`src/core/trf_pkg.sv`:
```
// package for the touch report block: register map, fields, timing
// assumes a 40 MHz core clock and byte-wide register access
package trf_pkg;
   localparam logic [7:0] TRF_QUEUE_ADDR   = 8'h00;
   localparam logic [7:0] TRF_FAULT_ADDR   = 8'h01;
   localparam logic [7:0] TRF_LIVE_ADDR    = 8'h02;
   localparam int         TRF_MORE_BIT     = 7;
   localparam int         TRF_EMPTY_BIT    = 6;
   localparam int         TRF_OVF_BIT      = 5;
   localparam int         TRF_PRESS_BIT    = 4;
   localparam int         TRF_TOUCH_BIT    = 4;
   localparam int         TRF_RATE_HI      = 7;
   localparam int         TRF_RATE_LO      = 5;
   localparam int         TRF_IRQ_EN_BIT   = 1;
   localparam int         TRF_RUN_BIT      = 0;
   localparam int         TRF_QUEUE_DEPTH  = 30;
   localparam int         TRF_FIFO_DEPTH   = 16;
   localparam logic [1:0] TRF_FAULT_NONE   = 2'h0;
   localparam logic [1:0] TRF_FAULT_GND    = 2'h1;
   localparam logic [1:0] TRF_FAULT_SUP    = 2'h2;
   localparam logic [7:0] TRF_RESET_BYTE   = 8'h00;
   localparam int         TRF_CLK_HZ       = 40000000;
   localparam int         TRF_UNIT_MS      = 4;
   localparam int         TRF_PERIOD_OFS   = 5;
   localparam int         TRF_DUTY_DIV     = 8;
   localparam int         TRF_CYC_PER_MS   = TRF_CLK_HZ / 1000;

   typedef struct packed {
      logic       press;
      logic [3:0] position;
   } trf_event_s;

   typedef struct packed {
      logic [7:0] addr;
      logic [7:0] wdata;
      logic       rd;
      logic       wr;
   } trf_req_s;
endpackage

```
`src/core/trf_fifo.sv`:
```
// parameterised valid/ready fifo held in flip-flops
// assumes one clock and an active-low asynchronous reset
`timescale 1ns/1ps
module trf_fifo #(
   parameter int WIDTH = 5,
   parameter int DEPTH = 16
) (
   // clock and reset
   input  wire logic             clk_in,
   input  wire logic             reset_n_in,
   input  wire logic             flush_in,
   // write side
   input  wire logic             in_valid_in,
   output logic                  in_ready_out,
   input  wire logic [WIDTH-1:0] in_data_in,
   // read side
   output logic                  out_valid_out,
   input  wire logic             out_ready_in,
   output logic      [WIDTH-1:0] out_data_out,
   output logic      [5:0]       count_out
);
   localparam int AW = $clog2(DEPTH);
   logic [WIDTH-1:0] mem [DEPTH];
   logic [AW-1:0]    wr_ptr;
   logic [AW-1:0]    rd_ptr;
   logic [5:0]       count;
   logic             push;
   logic             pop;

   function automatic logic [AW-1:0] bump(input logic [AW-1:0] p);
      bump = (p == AW'(DEPTH - 1)) ? '0 : p + 1'b1;
   endfunction

   assign in_ready_out  = (count < 6'(DEPTH));
   assign out_valid_out = (count != 6'h00);
   assign push          = in_valid_in && in_ready_out;
   assign pop           = out_valid_out && out_ready_in;
   assign out_data_out  = mem[rd_ptr];
   assign count_out     = count;

   always_ff @(posedge clk_in) begin
      if (push) begin
         mem[wr_ptr] <= in_data_in;
      end
   end

   always_ff @(posedge clk_in or negedge reset_n_in) begin
      if (!reset_n_in) begin
         wr_ptr <= '0;
         rd_ptr <= '0;
         count  <= 6'h00;
      end else if (flush_in) begin
         wr_ptr <= '0;
         rd_ptr <= '0;
         count  <= 6'h00;
      end else begin
         if (push) begin
            wr_ptr <= bump(wr_ptr);
         end
         if (pop) begin
            rd_ptr <= bump(rd_ptr);
         end
         count <= count + 6'(push) - 6'(pop);
      end
   end
endmodule

```
`src/core/trf_report.sv`:
```
// touch report block: live status, event queue, fault code, interrupt pin
// assumes a register port already decoded from the serial slave, synchronous
// event strobes from the sensing logic, and an external pull-up on the pin
`timescale 1ns/1ps
// Summary of operation
// - live status bit 4 reads 1 while touched, 0 otherwise
// - live bits 3:0 give touched electrode code 0 to 7
// - queue holds 30 events; an event arriving while full is dropped
// - each queue read removes the oldest entry
// - any queue write empties it; reading the last entry also empties it
// - bit 7 shows entries remain after the current read
// - bit 6 shows queue holds no entries
// - bit 5 set once an event was dropped
// - bit 4 is 1 for touch, 0 for release
// - bits 3:0 give electrode of shown entry, 0 to 7
// - a recorded fault stops electrode scanning until cleared
// - with several faults only the first detected is kept
// - fault code 00 none, 01 short to ground, 10 short to supply
// - fault write clears only in stop mode, ignored while running
// - data interrupt fires when empty flag goes from 1 to 0
// - data interrupt released by queue access, rearmed only after empty
// - fault interrupt fires on zero to nonzero, released by fault write in stop mode
// - interrupt enable low ignores all sources, pin never latches
// - spacing (period+5)*rate*4 ms, duty-cycled variant takes next multiple of 8 above period+5
// - early sources wait for spacing to pass, else latch at once
// - interrupt pin active low, open drain, latching
// - rate factor bits 7:5 of configuration, codes 0..7 give 1..8
// - configuration bit 0 selects run or stop mode
module trf_report
   import trf_pkg::*;
(
   // clock and reset
   input  wire logic       clk_in,
   input  wire logic       reset_n_in,
   // register access port
   input  wire trf_req_s   req_in,
   output logic [7:0]      rdata_out,
   // configuration from the configuration register
   input  wire logic [7:0] config_in,
   input  wire logic [7:0] master_period_setting_in,
   input  wire logic       duty_cycled_run_mode_in,
   // sensing side
   input  wire logic       touch_active_flag_in,
   input  wire logic [3:0] live_position_in,
   input  wire logic       event_valid_in,
   input  wire trf_event_s event_in,
   input  wire logic       short_gnd_in,
   input  wire logic       short_sup_in,
   output logic            scan_allow_out,
   // interrupt pin, open drain
   output logic            irq_n_out,
   output logic            irq_n_oe_out
);
   localparam int EW = $bits(trf_event_s);
   // one spare slot so the tail store is never what refuses an event;
   // refusal comes only from the 30-entry cap
   localparam int TAIL_DEPTH = TRF_QUEUE_DEPTH - TRF_FIFO_DEPTH + 1;

   logic [1:0]  fault_code;
   logic        ovf;
   logic        data_pend;
   logic        data_armed;
   logic        fault_pend;
   logic        irq_latched;
   logic [31:0] space_cnt;
   logic        empty_q;
   logic [31:0] next_space;

   logic        rd_queue;
   logic        wr_queue;
   logic        wr_fault;
   logic        run_mode;
   logic        irq_en;
   logic [3:0]  rate_factor;
   logic        queue_empty_flag;
   logic        more_entries_flag;
   logic        ovf_push;
   logic        q_full;
   logic [5:0]  f_count;
   logic        f_in_ready;
   logic        f_out_valid;
   logic [EW-1:0] f_out_data;
   trf_event_s  head;
   logic [5:0]  total;
   logic        t_in_ready;
   logic        t_out_valid;
   logic [EW-1:0] t_out_data;
   logic [5:0]  t_count;
   logic        h_in_valid;
   logic [EW-1:0] h_in_data;
   logic        move_up;
   logic        take_head;
   logic        take_tail;

   assign rd_queue = req_in.rd && (req_in.addr == TRF_QUEUE_ADDR);
   assign wr_queue = req_in.wr && (req_in.addr == TRF_QUEUE_ADDR);
   assign wr_fault = req_in.wr && (req_in.addr == TRF_FAULT_ADDR);
   assign run_mode = config_in[TRF_RUN_BIT];
   assign irq_en   = config_in[TRF_IRQ_EN_BIT];
   assign rate_factor = {1'b0, config_in[TRF_RATE_HI:TRF_RATE_LO]}
                        + 4'h1;

   // the head fifo always holds the oldest entries; the tail store only
   // fills once the head is full and refills it one entry per cycle, so
   // the head never runs dry while the tail still holds entries
   assign total      = f_count + t_count;
   assign q_full     = (total >= 6'(TRF_QUEUE_DEPTH));
   assign move_up    = t_out_valid && f_in_ready;
   assign take_head  = event_valid_in && !q_full && !t_out_valid
                       && f_in_ready;
   assign take_tail  = event_valid_in && !q_full && !take_head;
   assign h_in_valid = move_up || take_head;
   assign h_in_data  = move_up ? t_out_data : event_in;
   assign ovf_push   = event_valid_in && !take_head
                       && !(take_tail && t_in_ready);

   trf_fifo #(
      .WIDTH (EW),
      .DEPTH (TRF_FIFO_DEPTH)
   ) u_fifo (
      .clk_in        (clk_in),
      .reset_n_in    (reset_n_in),
      .flush_in      (wr_queue),
      .in_valid_in   (h_in_valid),
      .in_ready_out  (f_in_ready),
      .in_data_in    (h_in_data),
      .out_valid_out (f_out_valid),
      .out_ready_in  (rd_queue),
      .out_data_out  (f_out_data),
      .count_out     (f_count)
   );

   trf_fifo #(
      .WIDTH (EW),
      .DEPTH (TAIL_DEPTH)
   ) u_tail (
      .clk_in        (clk_in),
      .reset_n_in    (reset_n_in),
      .flush_in      (wr_queue),
      .in_valid_in   (take_tail),
      .in_ready_out  (t_in_ready),
      .in_data_in    (event_in),
      .out_valid_out (t_out_valid),
      .out_ready_in  (move_up),
      .out_data_out  (t_out_data),
      .count_out     (t_count)
   );

   assign head              = trf_event_s'(f_out_data);
   assign queue_empty_flag  = (total == 6'h00);
   assign more_entries_flag = (total > 6'h01);

   // overflow sticks until the queue drains or is flushed
   always_ff @(posedge clk_in or negedge reset_n_in) begin
      if (!reset_n_in) begin
         ovf <= 1'b0;
      end else if (ovf_push) begin
         ovf <= 1'b1;
      end else if (wr_queue || (rd_queue && total == 6'h01)) begin
         ovf <= 1'b0;
      end
   end

   always_comb begin
      rdata_out = TRF_RESET_BYTE;
      case (req_in.addr)
         TRF_QUEUE_ADDR: begin
            rdata_out[TRF_MORE_BIT]  = more_entries_flag;
            rdata_out[TRF_EMPTY_BIT] = queue_empty_flag;
            rdata_out[TRF_OVF_BIT]   = ovf;
            if (f_out_valid) begin
               rdata_out[TRF_PRESS_BIT] = head.press;
               rdata_out[3:0]           = head.position;
            end
         end
         TRF_FAULT_ADDR: rdata_out[1:0] = fault_code;
         TRF_LIVE_ADDR: begin
            rdata_out[TRF_TOUCH_BIT] = touch_active_flag_in;
            rdata_out[3:0]           = live_position_in;
         end
         default: rdata_out = TRF_RESET_BYTE;
      endcase
   end

   // fault: first detected wins, ground checked first in the scan
   always_ff @(posedge clk_in or negedge reset_n_in) begin
      if (!reset_n_in) begin
         fault_code <= TRF_FAULT_NONE;
      end else if (fault_code == TRF_FAULT_NONE && run_mode) begin
         if (short_gnd_in) begin
            fault_code <= TRF_FAULT_GND;
         end else if (short_sup_in) begin
            fault_code <= TRF_FAULT_SUP;
         end
      end else if (wr_fault && !run_mode) begin
         fault_code <= TRF_FAULT_NONE;
      end
   end

   assign scan_allow_out = run_mode && (fault_code == TRF_FAULT_NONE);

   // source pending flags; set wins over release in the same cycle
   always_ff @(posedge clk_in or negedge reset_n_in) begin
      if (!reset_n_in) begin
         empty_q    <= 1'b1;
         data_armed <= 1'b1;
         data_pend  <= 1'b0;
         fault_pend <= 1'b0;
      end else begin
         empty_q <= queue_empty_flag;
         if (queue_empty_flag) begin
            data_armed <= 1'b1;
         end else if (empty_q) begin
            data_armed <= 1'b0;
         end
         if (!irq_en) begin
            data_pend <= 1'b0;
         end else if (empty_q && !queue_empty_flag && data_armed) begin
            data_pend <= 1'b1;
         end else if (rd_queue || wr_queue) begin
            data_pend <= 1'b0;
         end
         if (!irq_en) begin
            fault_pend <= 1'b0;
         end else if (fault_code == TRF_FAULT_NONE && run_mode
                      && (short_gnd_in || short_sup_in)) begin
            fault_pend <= 1'b1;
         end else if (wr_fault && !run_mode) begin
            fault_pend <= 1'b0;
         end
      end
   end

   // spacing in cycles; computed wide so no product overflows
   always_comb begin
      logic [31:0] base;
      base = 32'(master_period_setting_in) + 32'(TRF_PERIOD_OFS);
      if (duty_cycled_run_mode_in) begin
         base = (base / 32'(TRF_DUTY_DIV) + 32'h1) * 32'(TRF_DUTY_DIV);
      end
      next_space = base * 32'(rate_factor) * 32'(TRF_UNIT_MS)
                   * 32'(TRF_CYC_PER_MS);
   end

   // latch holds off until spacing since the previous latch has passed
   always_ff @(posedge clk_in or negedge reset_n_in) begin
      if (!reset_n_in) begin
         irq_latched <= 1'b0;
         space_cnt   <= 32'h0;
      end else begin
         if (space_cnt != 32'h0) begin
            space_cnt <= space_cnt - 32'h1;
         end
         if (!irq_en) begin
            irq_latched <= 1'b0;
         end else if (!data_pend && !fault_pend) begin
            irq_latched <= 1'b0;
         end else if (!irq_latched && space_cnt == 32'h0) begin
            irq_latched <= 1'b1;
            space_cnt   <= next_space;
         end
      end
   end

   assign irq_n_out    = 1'b0;
   assign irq_n_oe_out = irq_latched;
endmodule

```
`config.mk`:
```
export PLATFORM = sky130hd
export DESIGN_NAME = trf_report
export DESIGN_NICKNAME = d
export VERILOG_FILES = /design/src/core/trf_pkg.sv /design/src/core/trf_fifo.sv /design/src/core/trf_report.sv
export SDC_FILE = /design/constraint.sdc
export NUM_CORES = 1
export LEC_CHECK = 0
export ABC_AREA = 1
export BUFFER_PORTS_ARGS = -buffer_cell sky130_fd_sc_hd__buf_2
export CORE_UTILIZATION = 30
export DETAILED_ROUTE_END_ITERATION = 10
export GPL_ROUTABILITY_DRIVEN = 0
export GPL_TIMING_DRIVEN = 0
export HOLD_SLACK_MARGIN = 0.15
export PLACE_DENSITY = 0.56
export RECOVER_POWER = 25
export SLEW_MARGIN = 5
export SYNTH_ARGS = -nofsm -noshare
export SYNTH_HDL_FRONTEND = slang
export SYNTH_SLANG_ARGS = --single-unit
```
`constraint.sdc`:
```
create_clock -name clk_in -period 3.1 [get_ports clk_in]
set_clock_uncertainty 0.2 [all_clocks]
set_input_delay 0.155 -clock clk_in [delete_from_list [all_inputs] [get_ports clk_in]]
set_output_delay 0.155 -clock clk_in [all_outputs]
set_load 0.01 [all_outputs]
```
==> impl_metrics.py <==
metrics = {
    "flow_run": {
        "cap_violations": 0,
    },
    "worst_hold_path": {
        "hp-class": "input pin to flip-flop",
        "hold_start": "req_in[10]",
    },
    "drt": {
        "drt-initial-drc-count": 767,
        "wl_um": 39800,
        "dr_total_vias": 12300,
        "viasPerCell": 4.73,
        "wl_per_cell_um": 15.4,
        "dr.pass1.iters": 5,
        "drc_errors": 0,
        "antenna_left": 0,
    },
    "yosys": {
        "ys_ff_latch": 223,
        "synthAdderAreaFrac": 0.160,
        "synthMuxAreaShare": 0,
        "synth.distinct_cells": 62,
        "synth_top_cell_by_area": "edfxtp_1",
        "synth_common_cells": "nand2_1 (316), inv_1 (254), nor2_1 (207)",
        "avgSynthCellArea_sq_um": 8.86,
        "synth_top_cell_area_share": 0.305,
        "async_reset_ff_frac": 0.305,
        "synth_edf_count": 155,
        "synth_compound_area_frac": 0.0905,
        "ys.flop_type": "edfxtp_1",
        "synth_xor_area_frac": 0.0354,
        "syn-cell-area_sq_mm": 0.0153,
        "yosysMostFrequentCell": "nand2_1",
        "synth_top_family_by_area": "simple AND/OR/NAND/NOR gates",
        "yosys.area_share.simple": 0.220,
        "synth.area.top_cells": "edfxtp_1 (31%), dfrtp_1 (11%), ha_1 (9.7%), nand2_1 (7.8%), fa_1 (6.3%)",
        "netlist_instances": 1722,
        "ys_warn_count": 0,
        "ys_seq_area_frac": 0.417,
    },
    "clock_network": {
        "path_clk_slew_ns": 0.06,
        "cts_inserted_buffers": 25,
        "cts_tree": "yes",
        "cts.sinks": 223,
        "clk_latency_ns": 0.55,
        "cts_root_buf": "clkbuf_16",
        "htreeDepth": 1,
        "clk_path_buf_depth": 3,
    },
    "cells_and_area": {
        "final_area_sq_mm": 0.0197,
        "fin_util": 0.392,
        "seq_area_sq_mm": 0.00636,
        "multi_input_area_sq_mm": 0.00932,
        "fin_nets": 2121,
        "drive_above_1_share": 0.254,
        "final_cell_count_no_fill": 2592,
        "diodes": 0,
        "num-fill-cells": 4882,
        "area_growth_pct": 29.1,
    },
    "setup_path": {
        "crit_top_cell": "inv_2",
        "crit_path_end_kind": "flip-flop",
        "crit_type": "input pin to flip-flop",
        "critPathLaunchType": "input pin",
        "max_stage_delay_ns": 0.54,
        "cpMaxStageDelayCell": "fa_1",
        "worstPathRequired_ns": 3.33,
        "worstPathMaxFanout": 4,
        "cp.arrival_ns": 6.78,
        "startpoint": "master_period_setting_in[1]",
        "r2r-start": "u_tail.count_out[0]",
    },
    "grt": {
        "overflow": 0,
        "track_usage": 0.154,
        "grt_pass1_wl_um": 63300,
        "grt_pass1_vias": 12300,
        "grt_max_degree": 52,
        "antenna_found_initial": 0,
    },
    "floorplanning": {
        "die_x_um": 227,
        "dieArea_sq_mm": 0.0517,
        "core_sq_mm": 0.0502,
        "die_h_um": 227,
        "io-pin-count": 61,
        "core.rowCount": 82,
        "start_util": 0.304,
    },
    "run_status": {
        "violations": "setup timing",
        "status": "finished, violations left",
    },
    "placement": {
        "numPortBuffers": 48,
        "dp_hpwl_um": 28800,
        "dp.cells": 2447,
        "placed_area_sq_mm": 0.0169,
    },
    "sta": {
        "fmax_mhz": 153,
        "rsz0062_at_grt": "yes",
        "hold_viol": 0,
        "tns_ns": -53.25,
        "period_needed_ns": 6.55,
        "fin_crit_sh": 2.11,
        "worst_pin_slew_ns": 1.34,
        "setup_slack_ns": -3.45,
        "slew_headroom": 0.107,
        "slew_violations": 0,
        "finalSetupViolations": 19,
    },
}
[worst paths after layout]
| kind | end | slack (ns) | cells past startpoint |
|---|---|---|---|
| setup / recovery | space_cnt[26] | -3.45 | 42 |
| max in group asynchronous | u_fifo.rd_ptr[1] | 0.89 | 4 |
| setup reg to reg | u_tail.count_out[4] | 0.03 | 17 |
| min in group asynchronous | space_cnt[29] | 0.98 | 4 |
| hold / removal | u_tail.rd_ptr[0] | 0.19 | 8 |
| hold reg to reg | data_armed | 0.29 | 2 |
[worst max-delay path: cells and delay by family]
kind            cells  cell delay (ns)
fa+ha+maj          11             4.02
simple gates       12             0.94
buf+inv            14             0.90
xor+xnor            2             0.42
compound gates      3             0.33
[registers in the layout (all words and copies together), names as in the netlist, 2 cells and up]
| register | cells |
|---|---|
| u_tail.rd_ptr | 4 |
| fault_code | 2 |
| u_fifo.mem | 80 |
| u_fifo.wr_ptr | 4 |
| u_fifo.rd_ptr | 4 |
| space_cnt | 32 |
| u_tail.mem | 75 |
| u_tail.count_out | 6 |
| u_tail.wr_ptr | 4 |
| u_fifo.count_out | 6 |
[per-layer routing]
metal  vias to the layer above  routed length, um  track usage
met4                         0                850       0.0379
li1                       6068                  -            -
met5                         -                  0            0
met3                        55               1500       0.0136
met2                       252              19000        0.262
met1                      5875              18400        0.209
[final cells by class]
class | instances | share of cell area
repair buffers | 154 | 0.0595
plain buffers | 31 | 0.00896
well taps | 672 | 0.0427
flip-flops and latches | 223 | 0.323
clock inverters | 11 | 0.00788
clock buffers | 31 | 0.0334
multi-input cells | 1205 | 0.473
inverters | 265 | 0.0512
[logic make-up (layout without fill, tap and decap cells)]
kind of cell,after synthesis,after routing
xor+xnor,60,60
flops,223,223
fa+ha+maj,166,166
other cells,2,5
buf+inv,297,492
compound gates,236,236
simple gates,738,738
[metrics by stage]
step	hold slack (ns)	setup slack [ns]
floorplan	-0.341	-3.71
global placement	0.184	-4.42
detailed placement	-0.128	-4.46
CTS	0.159	-3.40
global route	0.222	-3.73
finish	0.190	-3.45
[cell usage in the layout (no fill, tap or decap), types with 6 or more instances in the layout]
master and n:
nand2_1 281, inv_1 217, nor2_1 183, edfxtp_1 155
nand3_1 83, o21ai_0 72, buf_4 68, dfrtp_1 66
ha_1 65, buf_2 51, ha_4 51, a21oi_1 48
inv_2 42, fa_1 42, nand2_2 31, nor2_4 30
nand4_1 27, nor2_2 26, clkbuf_16 25, clkbuf_1 23
dlygate4sd3_1 22, xor2_1 21, xnor2_1 20, o21ai_1 20
buf_6 20, nand3_2 16, a21oi_4 13, a21oi_2 12
nand2_4 11, nor3_1 11, nor3_2 9, a22oi_1 7
o211ai_1 6, xor2_4 6, o2111ai_1 6, fa_2 6
[timing repair]
| item | CTS | global route |
|---|---|---|
| setup endpoints to repair | 128 | 149 |
| pin swaps | 108 | 80 |
| hold buffers | 22 | 0 |
| resized for setup | 143 | 101 |
| buffers inserted | 63 | 19 |
| hold endpoints to repair | 205 | 0 |
Power is not shown: default switching activity piles up to over one toggle a cycle in this logic, so the estimate is an artifact.
